--- config.mk ---
export PLATFORM = sky130hd
export DESIGN_NAME = tbd_top
export DESIGN_NICKNAME = d
export VERILOG_FILES = /design/src/include/tbd_pkg.sv /design/src/include/tbd_cnt_if.sv /design/src/core/tbd_half.sv /design/src/core/tbd_top.sv
export VERILOG_INCLUDE_DIRS = /design/src /design/src/include
export SDC_FILE = /design/constraint.sdc
export NUM_CORES = 1
export LEC_CHECK = 0
export ABC_AREA = 0
export BUFFER_PORTS_ARGS = -buffer_cell sky130_fd_sc_hd__buf_2
export CORE_MARGIN = 3
export CORE_UTILIZATION = 34
export DETAILED_ROUTE_END_ITERATION = 10
export GPL_TIMING_DRIVEN = 0
export SLEW_MARGIN = 20
export SYNTH_ARGS = -nofsm -noshare
export SYNTH_HDL_FRONTEND = slang
export SYNTH_HIERARCHICAL = 1
export SYNTH_SLANG_ARGS = --single-unit
export TNS_END_PERCENT = 20
--- constraint.sdc ---
create_clock -name ref_clk_i -period 4.6 [get_ports ref_clk_i]
set_input_delay 0.23 -clock ref_clk_i [delete_from_list [all_inputs] [get_ports ref_clk_i]]
set_output_delay 0.23 -clock ref_clk_i [all_outputs]
set_load 0.02 [all_outputs]
--- src/include/tbd_consts.svh ---
/*
 tick counter and countdown timer constants: register numbers, widths, reset values.
 assumes inclusion by bare name from package and modules.
*/
`ifndef TBD_CONSTS_SVH
`define TBD_CONSTS_SVH
`define TBD_SPR_W 10
`define TBD_SPR_TICK_LOWER_WR 10'h11C
`define TBD_SPR_TICK_UPPER_WR 10'h11D
`define TBD_SPR_TICK_LOWER_RD 10'h10C
`define TBD_SPR_TICK_UPPER_RD 10'h10D
`define TBD_SPR_COUNTDOWN 10'h016
`define TBD_SPR_LEGACY_LOW 10'h005
`define TBD_SPR_LEGACY_HIGH 10'h004
`define TBD_HALF_W 32
`define TBD_TICK_RST 64'h0
`define TBD_CD_RST 32'hFFFFFFFF
`endif

--- src/include/tbd_pkg.sv ---
/*
 types for the tick counter and countdown timer block.
 assumes tbd_consts.svh on the include path.
*/
`include "tbd_consts.svh"
package tbd_pkg;
   typedef logic [`TBD_SPR_W-1:0] tbd_spr_t;
   typedef logic [`TBD_HALF_W-1:0] tbd_word_t;
   typedef enum logic [1:0] {TBD_OP_NONE, TBD_OP_MOVE_TO, TBD_OP_MOVE_FROM, TBD_OP_TICK_READ}
      tbd_op_e;
endpackage
--- src/include/tbd_cnt_if.sv ---
/*
 carrier between the top and the counter half module.
 assumes one clock domain.
*/
`timescale 1ns/10ps
interface tbd_cnt_if;
   import tbd_pkg::*;
   logic step;
   logic load;
   tbd_word_t load_val;
   tbd_word_t value;
   logic wrap;
   modport ctl (output step, output load, output load_val, input value, input wrap);
   modport cnt (input step, input load, input load_val, output value, output wrap);
endinterface

--- src/core/tbd_half.sv ---
/*
 one 32-bit counter half: loads, or steps up or down by one, flags wraps.
 assumes load has priority over step from the controller.
*/
`timescale 1ns/10ps
module tbd_half #(
   parameter bit DOWN = 1'b0,
   parameter logic [31:0] RST_VAL = 32'h0
) (
   input wire logic ref_clk_i,
   input wire logic rst_i,
   tbd_cnt_if.cnt c
);
   import tbd_pkg::*;
   typedef struct packed {
      tbd_word_t val;
   } tbd_half_s;
   tbd_half_s st_ff;
   tbd_half_s nxt_st;
   always_comb begin
      nxt_st = st_ff;
      if (c.load) begin
         nxt_st.val = c.load_val;
      end else if (c.step) begin
         nxt_st.val = DOWN ? st_ff.val - 32'h1 : st_ff.val + 32'h1;
      end
   end
   always_ff @(posedge ref_clk_i) begin
      if (rst_i) begin
         st_ff <= '{val: RST_VAL};
      end else begin
         st_ff <= nxt_st;
      end
   end
   assign c.value = st_ff.val;
   assign c.wrap = c.step && (DOWN ? (st_ff.val == 32'h0) : (st_ff.val == 32'hFFFFFFFF));
endmodule

--- src/core/tbd_top.sv ---
/*
 tick counter (64-bit, two halves) and 32-bit countdown timer with own exception.
 assumes a core pipeline issuing one special register move per cycle and a tick enable
 pulse from the same clock domain.
*/
`timescale 1ns/10ps
`include "tbd_consts.svh"
module tbd_top (
   input wire logic ref_clk_i,
   input wire logic rst_i,
   input wire logic tick_en_i,
   input wire tbd_pkg::tbd_op_e op_i,
   input wire tbd_pkg::tbd_spr_t spr_i,
   input wire tbd_pkg::tbd_word_t wr_data_i,
   input wire logic supervisor_i,
   input wire logic cd_ack_i,
   output logic rd_valid_o,
   output tbd_pkg::tbd_word_t rd_data_o,
   output logic invalid_spr_o,
   output logic priv_fault_o,
   output logic cd_exc_o
);
   import tbd_pkg::*;

   // what one core access turns out to be, once number, op and privilege are weighed
   typedef enum logic [3:0] {
      TBD_ACC_IDLE,
      TBD_ACC_TICK_WR_LO,
      TBD_ACC_TICK_WR_HI,
      TBD_ACC_TICK_RD_LO,
      TBD_ACC_TICK_RD_HI,
      TBD_ACC_CD_WR,
      TBD_ACC_CD_RD,
      TBD_ACC_PRIV,
      TBD_ACC_INVALID
   } tbd_acc_e;
   typedef struct packed {
      logic tick_wr_lo;
      logic tick_wr_hi;
      logic tick_rd_lo;
      logic tick_rd_hi;
      logic cd;
      logic legacy;
   } tbd_hit_s;
   typedef struct packed {
      logic rd_valid;
      tbd_word_t rd_data;
      logic invalid;
      logic priv;
      logic exc;
   } tbd_top_s;

   tbd_top_s st_ff;
   tbd_top_s nxt_st;
   tbd_hit_s hit;
   tbd_acc_e acc;
   logic cd_fire;
   tbd_cnt_if lo_if();
   tbd_cnt_if hi_if();
   tbd_cnt_if cd_if();

   ////////////////////////////////////////////////////////////////////////////
   // counters
   tbd_half #(.DOWN(1'b0), .RST_VAL(32'(`TBD_TICK_RST))) u_lo (
      .ref_clk_i(ref_clk_i),
      .rst_i(rst_i),
      .c(lo_if.cnt)
   );
   tbd_half #(.DOWN(1'b0), .RST_VAL(32'(`TBD_TICK_RST >> 32))) u_hi (
      .ref_clk_i(ref_clk_i),
      .rst_i(rst_i),
      .c(hi_if.cnt)
   );
   tbd_half #(.DOWN(1'b1), .RST_VAL(`TBD_CD_RST)) u_cd (
      .ref_clk_i(ref_clk_i),
      .rst_i(rst_i),
      .c(cd_if.cnt)
   );

   // both counters advance on the one tick enable; the upper half rides the lower's carry
   assign lo_if.step = tick_en_i;
   assign hi_if.step = lo_if.wrap;
   assign cd_if.step = tick_en_i;
   assign lo_if.load = (acc == TBD_ACC_TICK_WR_LO);
   assign hi_if.load = (acc == TBD_ACC_TICK_WR_HI);
   assign cd_if.load = (acc == TBD_ACC_CD_WR);
   assign lo_if.load_val = wr_data_i;
   assign hi_if.load_val = wr_data_i;
   assign cd_if.load_val = wr_data_i;

   ////////////////////////////////////////////////////////////////////////////
   // register number decode
   always_comb begin
      hit = '0;
      unique case (spr_i)
         `TBD_SPR_TICK_LOWER_WR: begin
            hit.tick_wr_lo = 1'b1;
         end
         `TBD_SPR_TICK_UPPER_WR: begin
            hit.tick_wr_hi = 1'b1;
         end
         `TBD_SPR_TICK_LOWER_RD: begin
            hit.tick_rd_lo = 1'b1;
         end
         `TBD_SPR_TICK_UPPER_RD: begin
            hit.tick_rd_hi = 1'b1;
         end
         `TBD_SPR_COUNTDOWN: begin
            hit.cd = 1'b1;
         end
         `TBD_SPR_LEGACY_LOW, `TBD_SPR_LEGACY_HIGH: begin
            hit.legacy = 1'b1;
         end
         // unknown numbers match nothing
         default: begin
            hit = '0;
         end
      endcase
   end

   ////////////////////////////////////////////////////////////////////////////
   // access classification
   always_comb begin
      acc = TBD_ACC_IDLE;
      unique case (op_i)
         TBD_OP_NONE: begin
            acc = TBD_ACC_IDLE;
         end
         TBD_OP_TICK_READ: begin
            if (hit.tick_rd_lo) begin
               acc = TBD_ACC_TICK_RD_LO;
            end else if (hit.tick_rd_hi) begin
               acc = TBD_ACC_TICK_RD_HI;
            end else begin
               acc = TBD_ACC_INVALID;
            end
         end
         TBD_OP_MOVE_TO: begin
            if (hit.cd) begin
               acc = supervisor_i ? TBD_ACC_CD_WR : TBD_ACC_PRIV;
            end else if (hit.legacy) begin
               acc = TBD_ACC_INVALID;
            end else if (hit.tick_wr_lo) begin
               acc = TBD_ACC_TICK_WR_LO;
            end else if (hit.tick_wr_hi) begin
               acc = TBD_ACC_TICK_WR_HI;
            end else begin
               acc = TBD_ACC_INVALID;
            end
         end
         TBD_OP_MOVE_FROM: begin
            if (hit.cd) begin
               acc = supervisor_i ? TBD_ACC_CD_RD : TBD_ACC_PRIV;
            end else if (hit.legacy) begin
               acc = TBD_ACC_INVALID;
            end else begin
               // tick numbers are not readable this way
               acc = TBD_ACC_INVALID;
            end
         end
      endcase
   end

   ////////////////////////////////////////////////////////////////////////////
   // exception request
   // a countdown write in the wrap cycle replaces the value, so no step to all ones
   assign cd_fire = cd_if.wrap && !cd_if.load;

   ////////////////////////////////////////////////////////////////////////////
   // registered outputs
   always_comb begin
      nxt_st = st_ff;
      nxt_st.rd_valid = 1'b0;
      nxt_st.invalid = 1'b0;
      nxt_st.priv = 1'b0;
      unique case (acc)
         TBD_ACC_TICK_RD_LO: begin
            nxt_st.rd_valid = 1'b1;
            nxt_st.rd_data = lo_if.value;
         end
         TBD_ACC_TICK_RD_HI: begin
            nxt_st.rd_valid = 1'b1;
            nxt_st.rd_data = hi_if.value;
         end
         TBD_ACC_CD_RD: begin
            nxt_st.rd_valid = 1'b1;
            nxt_st.rd_data = cd_if.value;
         end
         TBD_ACC_PRIV: begin
            nxt_st.priv = 1'b1;
         end
         TBD_ACC_INVALID: begin
            nxt_st.invalid = 1'b1;
         end
         // writes and idle cycles answer nothing
         TBD_ACC_IDLE, TBD_ACC_TICK_WR_LO, TBD_ACC_TICK_WR_HI, TBD_ACC_CD_WR: begin
            nxt_st.rd_valid = 1'b0;
         end
      endcase
      // a wrap in the ack cycle wins, so no request is lost
      if (cd_ack_i) begin
         nxt_st.exc = 1'b0;
      end
      if (cd_fire) begin
         nxt_st.exc = 1'b1;
      end
   end

   always_ff @(posedge ref_clk_i) begin
      if (rst_i) begin
         st_ff <= '0;
      end else begin
         st_ff <= nxt_st;
      end
   end

   assign rd_valid_o = st_ff.rd_valid;
   assign rd_data_o = st_ff.rd_data;
   assign invalid_spr_o = st_ff.invalid;
   assign priv_fault_o = st_ff.priv;
   assign cd_exc_o = st_ff.exc;
endmodule

==> results.md, run 1 <==
| Stage | Result | Value |
|---|---|---|
| sta | Clock period minus final worst setup slack | 4274 ps |
| final layout | Layout overhead on the synthesized area | 16.10% |
| grt | Pin count of the biggest net entering global routing | 17 |
| critical path | Arr. time, crit path | 4600 ps |
| final layout | Final core utilization | 40.69% |
| logic synthesis | Number of instances in the synthesized netlist | 1,098 |
| grt | Via count of the first global-routing pass | 8,455 |
| place | Input/output buffers | 82 |
| clocking | Maximum clock path buffer count | 2 |
| critical path | WP data required | 4920 ps |
| logic synthesis | Number of warnings printed during yosys synthesis | 6 |
| sta | Setup TNS | 0 ps |
| clocking | Postcts setup bufs | 0 |
| critical path | Cell with the biggest individual delay on the critical path | sky130_fd_sc_hd__nor4_2 |
| critical path | Largest incremental delay on the critical path | 580 ps |
| critical path | Cell Chain, Critical Path | ha_1 > and4_1 > nand3_1 > or3_2 > nor4_2 > buf_2 > nand4_1 > or3_1 > or3_2 > a311oi_1 |
| final layout | Number of diodes | 0 |
| sta | Worst-case headroom to the max-slew limit | 25.71% |
| status | Result of the run | finished, final reports clean |
| run | Number of max-capacitance violations reported | 0 |
| drt | WL/cell | 21.75 um |
| logic synthesis | Syn nets | 1,150 |
| critical path | Endpoint kind of the worst setup timing path | flop |
| power and ir drop | Total design power | 2.695 mW |
| floorplanning | Starting density of the core | 35.05% |
| sta | Post-route worst hold slack | 99.08 ps |
| floorplanning | Overall die width | 165.5 um |
| drt | Number of iterations in the first detailed-routing pass | 6 |
| final layout | Most common library cell in the layout ignoring fill and taps | sky130_fd_sc_hd__dfxtp_1 |
| clocking | Total CTS buffers | 17 |
| clocking | CTS Sinks | 132 |
| critical path | Combined buffer and inverter count along the critical path | 1 |
| floorplanning | Number of primary I/O pins | 85 |
| critical path | Category of the critical setup timing path | flop to flop |
| power and ir drop | Worst vdd rail ir drop | 0.1901 mV |
| sta | Max Clock Skew | 9.710 ps |
| drt | First DRT Iteration DRCs | 1,348 |
| grt | Initial antenna violation count | 1 |
| sta | Highest achievable clock rate | 234.0 MHz |
| logic synthesis | Post-synthesis average cell area | 7.876 um^2 |
| clocking | Clk Latency, worst-skew pair | 420 ps |
| floorplanning | Total core area | 24,680 um^2 |
| floorplanning | Area of the die | 27,390 um^2 |
| power and ir drop | P per Cell Area | 268.4 nW/um^2 |
| final layout | Nets | 1,251 |
| grt | Total gr overflow | 0 |
| floorplanning | Chip height | 165.5 um |
| clocking | Root cell of the clock tree | sky130_fd_sc_hd__clkbuf_16 |
| grt | Wire length of the first global-routing pass | 50,290 um |
| critical path | Top cell family by delay on the critical path | simple AND/OR/NAND/NOR gates |
| clocking | Clock-pin slew reported for the worst setup and hold paths after clock tree synthesis | 60 ps |
| final layout | Fillers | 2,616 |
| floorplanning | Row Count | 57 |
| sta | Total count of max-transition violations in the final report | 0 |
| sta | Slew of the pin with the lowest slew margin | 1112 ps |
| sta | Worst-case setup margin in the final layout | 326.4 ps |
| critical path | Startpoint types | flop |
| drt | DRT antenna net count | 0 |
| power and ir drop | Leakage dissipation | 3.345 nW |
| clocking | Clock tree from TritonCTS | yes |
| drt | Final wirelength | 33,410 um |
| drt | DRC violations left | 0 |
| sta | Final hold violation count | 0 |
| grt | Overall Global Routing Usage | 24.03% |
| logic synthesis | Post-synthesis instance area | 8648 um^2 |
| place | Worst slack, placed | 117.9 ps |
| sta | Crit share post-route | 92.91% |
| critical path | Critical path fanouts, max | 10 |
| final layout | Share of cells above drive strength 1 | 15.18% |
| clocking | # H-tree levels | 4 |
| place | RD Place Congestion | 0.9489 |
| sta | Final setup viols | 0 |
| place | Post-detail-place hpwl | 25,600 um |
| drt | Vias/cell | 6.212 |
| final layout | Commonest cells after routing, fill and taps aside | sky130_fd_sc_hd__dfxtp_1 (132), sky130_fd_sc_hd__nand2_1 (128), sky130_fd_sc_hd__buf_2 (94) |
| drt | DR vias | 9,542 |
| sta | Unrepaired setup endpoints after global routing | no |
| min path | Class of the worst hold path | primary input to flop |
| critical path | Worst path most repeated cell | sky130_fd_sc_hd__or3_2 |
## path summary, 6_finish.rpt
kind	from	to	slack (ps)	depth (start not counted)
setup / recovery	u_lo/c.value[0]$_SDFFE_PP0P_	u_hi/c.value[20]$_SDFFE_PP0P_	330	10
hold / removal	cd_ack_i	cd_exc_o$_SDFFE_PP0P_	100	4
setup reg to reg	u_lo/c.value[0]$_SDFFE_PP0P_	u_hi/c.value[20]$_SDFFE_PP0P_	330	10
hold reg to reg	cd_exc_o$_SDFFE_PP0P_	cd_exc_o$_SDFFE_PP0P_	490	2
## what timing repair did
item / in CTS / in global routing
endpoints found under the setup margin: 0 / 17
gates resized for setup: 0 / 2
hold buffers: 0 / 0
## area by class of cell
type / count / area (um^2) / area share [%]
buffer: 89 / 479.2 / 4.773
timing repair buffer: 82 / 410.4 / 4.087
tap: 324 / 405.4 / 4.037
clock buffer: 23 / 478.0 / 4.760
clock inverter: 9 / 78.83 / 0.7850
multi-input combinational: 854 / 5460 / 54.38
sequential: 132 / 2643 / 26.32
inverter: 23 / 86.33 / 0.8598
## routing by layer
layer / GRT usage (%) / wire [um]
met1: 33.52 / 14270
met3: 3.966 / 3263
met5: 0 / 12
met2: 38.20 / 15070
met4: 6.957 / 797
## state kept, by name, indices dropped and copies added (netlist names)
name           flops
rd_data_o         32
u_cd/c.value      32
u_hi/c.value      32
u_lo/c.value      32
cd_exc_o           1
invalid_spr_o      1
priv_fault_o       1
rd_valid_o         1
## report_power, final
group,total (mW),switching (mW),internal [mW]
clock network,1.32,0.534,0.783
registers,1.19,0.0326,1.16
logic,0.187,0.117,0.0698
total,2.70,0.684,2.01
## metrics by stage
step | instance area [um^2] | instances
after floorplan | 8648 | 1098
after global routing | 10040 | 1536
after CTS | 10020 | 1536
final | 10040 | 1536
after detailed placement | 9464 | 1504
after global placement | 9464 | 1504
## worst register-to-register path, delay by kind of cell, from the launching register on
kind                     cells  cell delay (ps)
buffers and inverters        1              350
AND/OR/NAND/NOR              7             2590
adder cells (fa/ha/maj)      1              420
flip-flops                   1              530
AO/OA/AOI/OAI                1              290
(Power assumes the default switching activity.)
==> run 2, diff against run 1 <==
- SYNTH_HIERARCHICAL: 1 -> unset
==> run 2 against run 1 <==
Routed wire length shrank 18%. Power grew 3.0%. Register-to-register slack gained 1300 ps. Design area shrank 11%. Utilization grew 1.1 points. Synthesized cell count shrank 15%. Setup slack gained 1000 ps. Flip-flop and latch count is the same. Die area shrank 12%. Clock skew shrank 2.1 ps. Critical endpoint is now rd_data_o[6]$_SDFFE_PP0P_. Largest cell class unchanged.
==> results.md, run 2 <==
| Stage | Result | Value | Delta |
|---|---|---|---|
| floorplanning | Overall die width | 154.9 um | -6.4% |
| drt | Number of iterations in the first detailed-routing pass | 5 | -1 |
| clocking | Clock tree from TritonCTS | yes |  |
| power and ir drop | P per Cell Area | 310.2 nW/um^2 | +16% |
| place | Input/output buffers | 83 | +1.2% |
| sta | Max Clock Skew | 7.649 ps | -2.062 ps |
| logic synthesis | Synthesized-area fraction occupied by xor and xnor cells | 10.34% |  |
| sta | Final setup viols | 0 | unchanged |
| clocking | Maximum clock path buffer count | 2 | unchanged |
| logic synthesis | Flop and latch count out of synthesis | 132 |  |
| sta | Slew of the pin with the lowest slew margin | 1049 ps | -62.50 ps |
| logic synthesis | Area share of and/or/nand/nor cells after synthesis | 24.92% |  |
| place | Worst slack, placed | 1080 ps | +961.8 ps |
| clocking | Postcts setup bufs | 0 | unchanged |
| place | Post-detail-place hpwl | 21,030 um | -18% |
| critical path | WP data required | 4950 ps | +30 ps |
| logic synthesis | Number of instances in the synthesized netlist | 932 | -15% |
| logic synthesis | Ys flop type | sky130_fd_sc_hd__dfxtp_1 |  |
| drt | Final wirelength | 27,460 um | -18% |
| final layout | Layout overhead on the synthesized area | 18.58% |  |
| grt | Wire length of the first global-routing pass | 41,410 um | -18% |
| final layout | Commonest cells after routing, fill and taps aside | sky130_fd_sc_hd__nor2_1 (147), sky130_fd_sc_hd__dfxtp_1 (132), sky130_fd_sc_hd__buf_2 (88) |  |
| critical path | Critical path fanouts, max | 10 | unchanged |
| floorplanning | Total core area | 21,420 um^2 | -13% |
| final layout | Multi-input combinational cell area | 4576 um^2 | -16% |
| floorplanning | Chip height | 154.9 um | -6.4% |
| logic synthesis | Most used standard cells in the synthesized netlist | sky130_fd_sc_hd__nor2_1 (147), sky130_fd_sc_hd__dfxtp_1 (132), sky130_fd_sc_hd__a21oi_1 (77) |  |
| clocking | Root cell of the clock tree | sky130_fd_sc_hd__clkbuf_16 |  |
| clocking | Clock-pin slew reported for the worst setup and hold paths after clock tree synthesis | 60 ps | about the same |
| grt | GR Layer Usage met2 | 34.33% | -3.9 points |
| clocking | CTS Sinks | 132 | unchanged |
| critical path | Arr. time, crit path | 3610 ps | -990 ps |
| logic synthesis | Dominant combinational cell family by area after synthesis | simple AND/OR/NAND/NOR gates |  |
| logic synthesis | Fraction of synthesized area in multiplexers | 4.512% |  |
| logic synthesis | Area leader, netlist | sky130_fd_sc_hd__dfxtp_1 |  |
| drt | Vias/cell | 5.741 | -7.6% |
| logic synthesis | Number of flops mapped to enable cells by yosys | 0 |  |
| final layout | Share of cells above drive strength 1 | 14.15% | -1.0 points |
| place | RD Place Congestion | 0.9080 | -4.3% |
| power and ir drop | Leakage dissipation | 3.424 nW | +2.4% |
| clocking | Clk Latency, worst-skew pair | 430 ps | about the same |
| sta | Crit share post-route | 70.72% | -22 points |
| clocking | # resized after CTS | 0 | unchanged |
| clocking | Hold buffer count at cts | 0 | unchanged |
| status | Result of the run | finished, final reports clean |  |
| critical path | Category of the critical setup timing path | primary input to flop |  |
| sta | Final hold violation count | 0 | unchanged |
| grt | Overall Global Routing Usage | 22.49% | -1.5 points |
| sta | Setup TNS | 0 ps | unchanged |
| run | Number of max-capacitance violations reported | 0 | unchanged |
| power and ir drop | Worst vdd rail ir drop | 0.2309 mV | +21% |
| sta | Worst-case headroom to the max-slew limit | 29.73% | +4.0 points |
| floorplanning | Number of primary I/O pins | 85 | unchanged |
| logic synthesis | Adder-cell share of the synthesized area | 0.6304% |  |
| critical path | Startpoint types | primary input |  |
| final layout | Fillers | 2,189 | -16% |
| logic synthesis | Area share of the largest cell type after synthesis | 35.04% |  |
| logic synthesis | Dominant cell by count in the synthesized netlist | sky130_fd_sc_hd__nor2_1 |  |
| grt | Via count of the first global-routing pass | 6,981 | -17% |
| floorplanning | Row Count | 53 | -7.0% |
| sta | Total count of max-transition violations in the final report | 0 | unchanged |
| grt | Most Crowded Layer GR | met2 |  |
| clocking | Total CTS buffers | 17 | unchanged |
| min path | Class of the worst hold path | primary input to flop |  |
| sta | Worst-case setup margin in the final layout | 1347 ps | +1020 ps |
| drt | DRC violations left | 0 | unchanged |
| final layout | Most common library cell in the layout ignoring fill and taps | sky130_fd_sc_hd__nor2_1 |  |
| drt | First DRT Iteration DRCs | 660 | -51% |
| logic synthesis | Largest cells by area after synthesis | sky130_fd_sc_hd__dfxtp_1 (35%), sky130_fd_sc_hd__nor2_1 (7.3%), sky130_fd_sc_hd__a211oi_1 (6.0%), sky130_fd_sc_hd__xnor2_1 (5.7%), sky130_fd_sc_hd__a21oi_1 (5.1%) |  |
| grt | Global-route met3 utilization | 4.645% | +0.68 points |
| logic synthesis | Seq/Total Area, Yosys | 35.04% |  |
| logic synthesis | Syn nets | 984 | -14% |
| drt | WL/cell | 20.78 um | -4.5% |
| drt | DRT antenna net count | 0 | unchanged |
| final layout | Flip-flop and latch area | 2643 um^2 | unchanged |
| critical path | Endpoint kind of the worst setup timing path | flop |  |
| floorplanning | Starting density of the core | 35.21% | +0.17 points |
| grt | Total gr overflow | 0 | unchanged |
| drt | DR vias | 7,584 | -21% |
| sta | Highest achievable clock rate | 307.4 MHz | +31% |
| sta | Clock period minus final worst setup slack | 3253 ps | -1020 ps |
| logic synthesis | Post-synthesis instance area | 7542 um^2 | -13% |
| grt | Initial antenna violation count | 1 | unchanged |
| grt | GR Layer Usage met1 | 31.48% | -2.0 points |
| floorplanning | Area of the die | 24,010 um^2 | -12% |
| sta | Unrepaired setup endpoints after global routing | no |  |
| logic synthesis | Area fraction in compound gates after synthesis | 20.11% |  |
| grt | Pin count of the biggest net entering global routing | 17 | unchanged |
| clocking | # H-tree levels | 4 | unchanged |
| final layout | Number of diodes | 0 | unchanged |
| logic synthesis | Number of warnings printed during yosys synthesis | 0 | -6 |
| logic synthesis | Library cells used by synthesis | 56 |  |
| logic synthesis | Post-synthesis average cell area | 8.093 um^2 | +2.7% |
| final layout | Nets | 1,086 | -13% |
| logic synthesis | Asr flop ratio synth | 0% |  |
## run 2: cell count changes in the layout (fill, tap and decap cells not counted), moves of 20 or more
| cell | before | now |
|---|---|---|
| sky130_fd_sc_hd__o211ai_1 | 50 | 3 |
| sky130_fd_sc_hd__nor2_1 | 77 | 147 |
| sky130_fd_sc_hd__nor3_1 | 56 | 20 |
| sky130_fd_sc_hd__a211oi_1 | 24 | 60 |
| sky130_fd_sc_hd__xor2_1 | 12 | 40 |
| sky130_fd_sc_hd__xnor2_1 | 13 | 49 |
| sky130_fd_sc_hd__a311oi_1 | 21 | 1 |
| sky130_fd_sc_hd__a22o_1 | 32 | 5 |
| sky130_fd_sc_hd__o21bai_1 | 2 | 30 |
| sky130_fd_sc_hd__nand2_1 | 128 | 44 |
## run 2: cell families after synthesis
logic type / Yosys count
DFF: 132
and+or+nand+nor: 359
buffers and inverters: 82
muxes: 34
adders and majority gates: 4
AOI/OAI and AO/OA: 232
xor gates and xnor gates: 89
## run 2: report_power, final
group          internal [mW]  switching, mW
combinational         0.0462         0.0873
sequential              1.15        0.00572
clock                  0.967          0.520
## run 2: worst max-delay path, cell delays in order
cell and delay, ps:
sky130_fd_sc_hd__buf_2 80, sky130_fd_sc_hd__clkbuf_1 600, sky130_fd_sc_hd__inv_1 150, sky130_fd_sc_hd__nor4_2 670, sky130_fd_sc_hd__o221ai_1 270, sky130_fd_sc_hd__a22oi_1 690
sky130_fd_sc_hd__clkbuf_1 580, sky130_fd_sc_hd__o21ai_0 170, sky130_fd_sc_hd__a21oi_1 150
## run 2: path summary, 6_finish.rpt
path | startpoint | slack (ps) | depth (start not counted) | endpoint
setup / recovery | spr_i[0] | 1350 | 9 | rd_data_o[6]$_SDFFE_PP0P_
hold / removal | cd_ack_i | 60 | 3 | cd_exc_o$_SDFFE_PP0P_
setup reg to reg | u_lo.c.value[6]$_SDFFE_PP0P_ | 1630 | 8 | u_hi.c.value[8]$_SDFFE_PP0P_
hold reg to reg | cd_exc_o$_SDFFE_PP0P_ | 470 | 2 | cd_exc_o$_SDFFE_PP0P_
## run 2: metal layers
layer	wire [um]	vias to the layer above
met4	914	2
met3	2057	55
met5	13	-
met2	12150	305
li1	-	3591
met1	12320	3631
## run 2: cell type report
cell class                      count  share of cell area, %
Sequential cell                   132                  29.55
Multi-Input combinational cell    718                  51.16
Tap cell                          275                  3.847
Timing Repair Buffer               83                  4.645
Clock buffer                       20                  4.994
Clock inverter                     11                  2.043
Buffer                             62                  2.924
Inverter                           20                 0.8394
## run 2: stage by stage
stage	instances	power [mW]	hold slack [ps]	instance area [um^2]	utilization, %
2_1_floorplan	932	1.240	348.1	7542	-
3_5_place_dp	1290	1.310	467.3	8314	38.82
4_1_cts	1321	2.783	58.35	8944	41.75
3_3_place_gp	1290	1.310	457.9	8302	38.76
5_1_grt	1321	2.847	66.06	8944	41.75
6_report	1321	2.775	63.62	8944	41.75
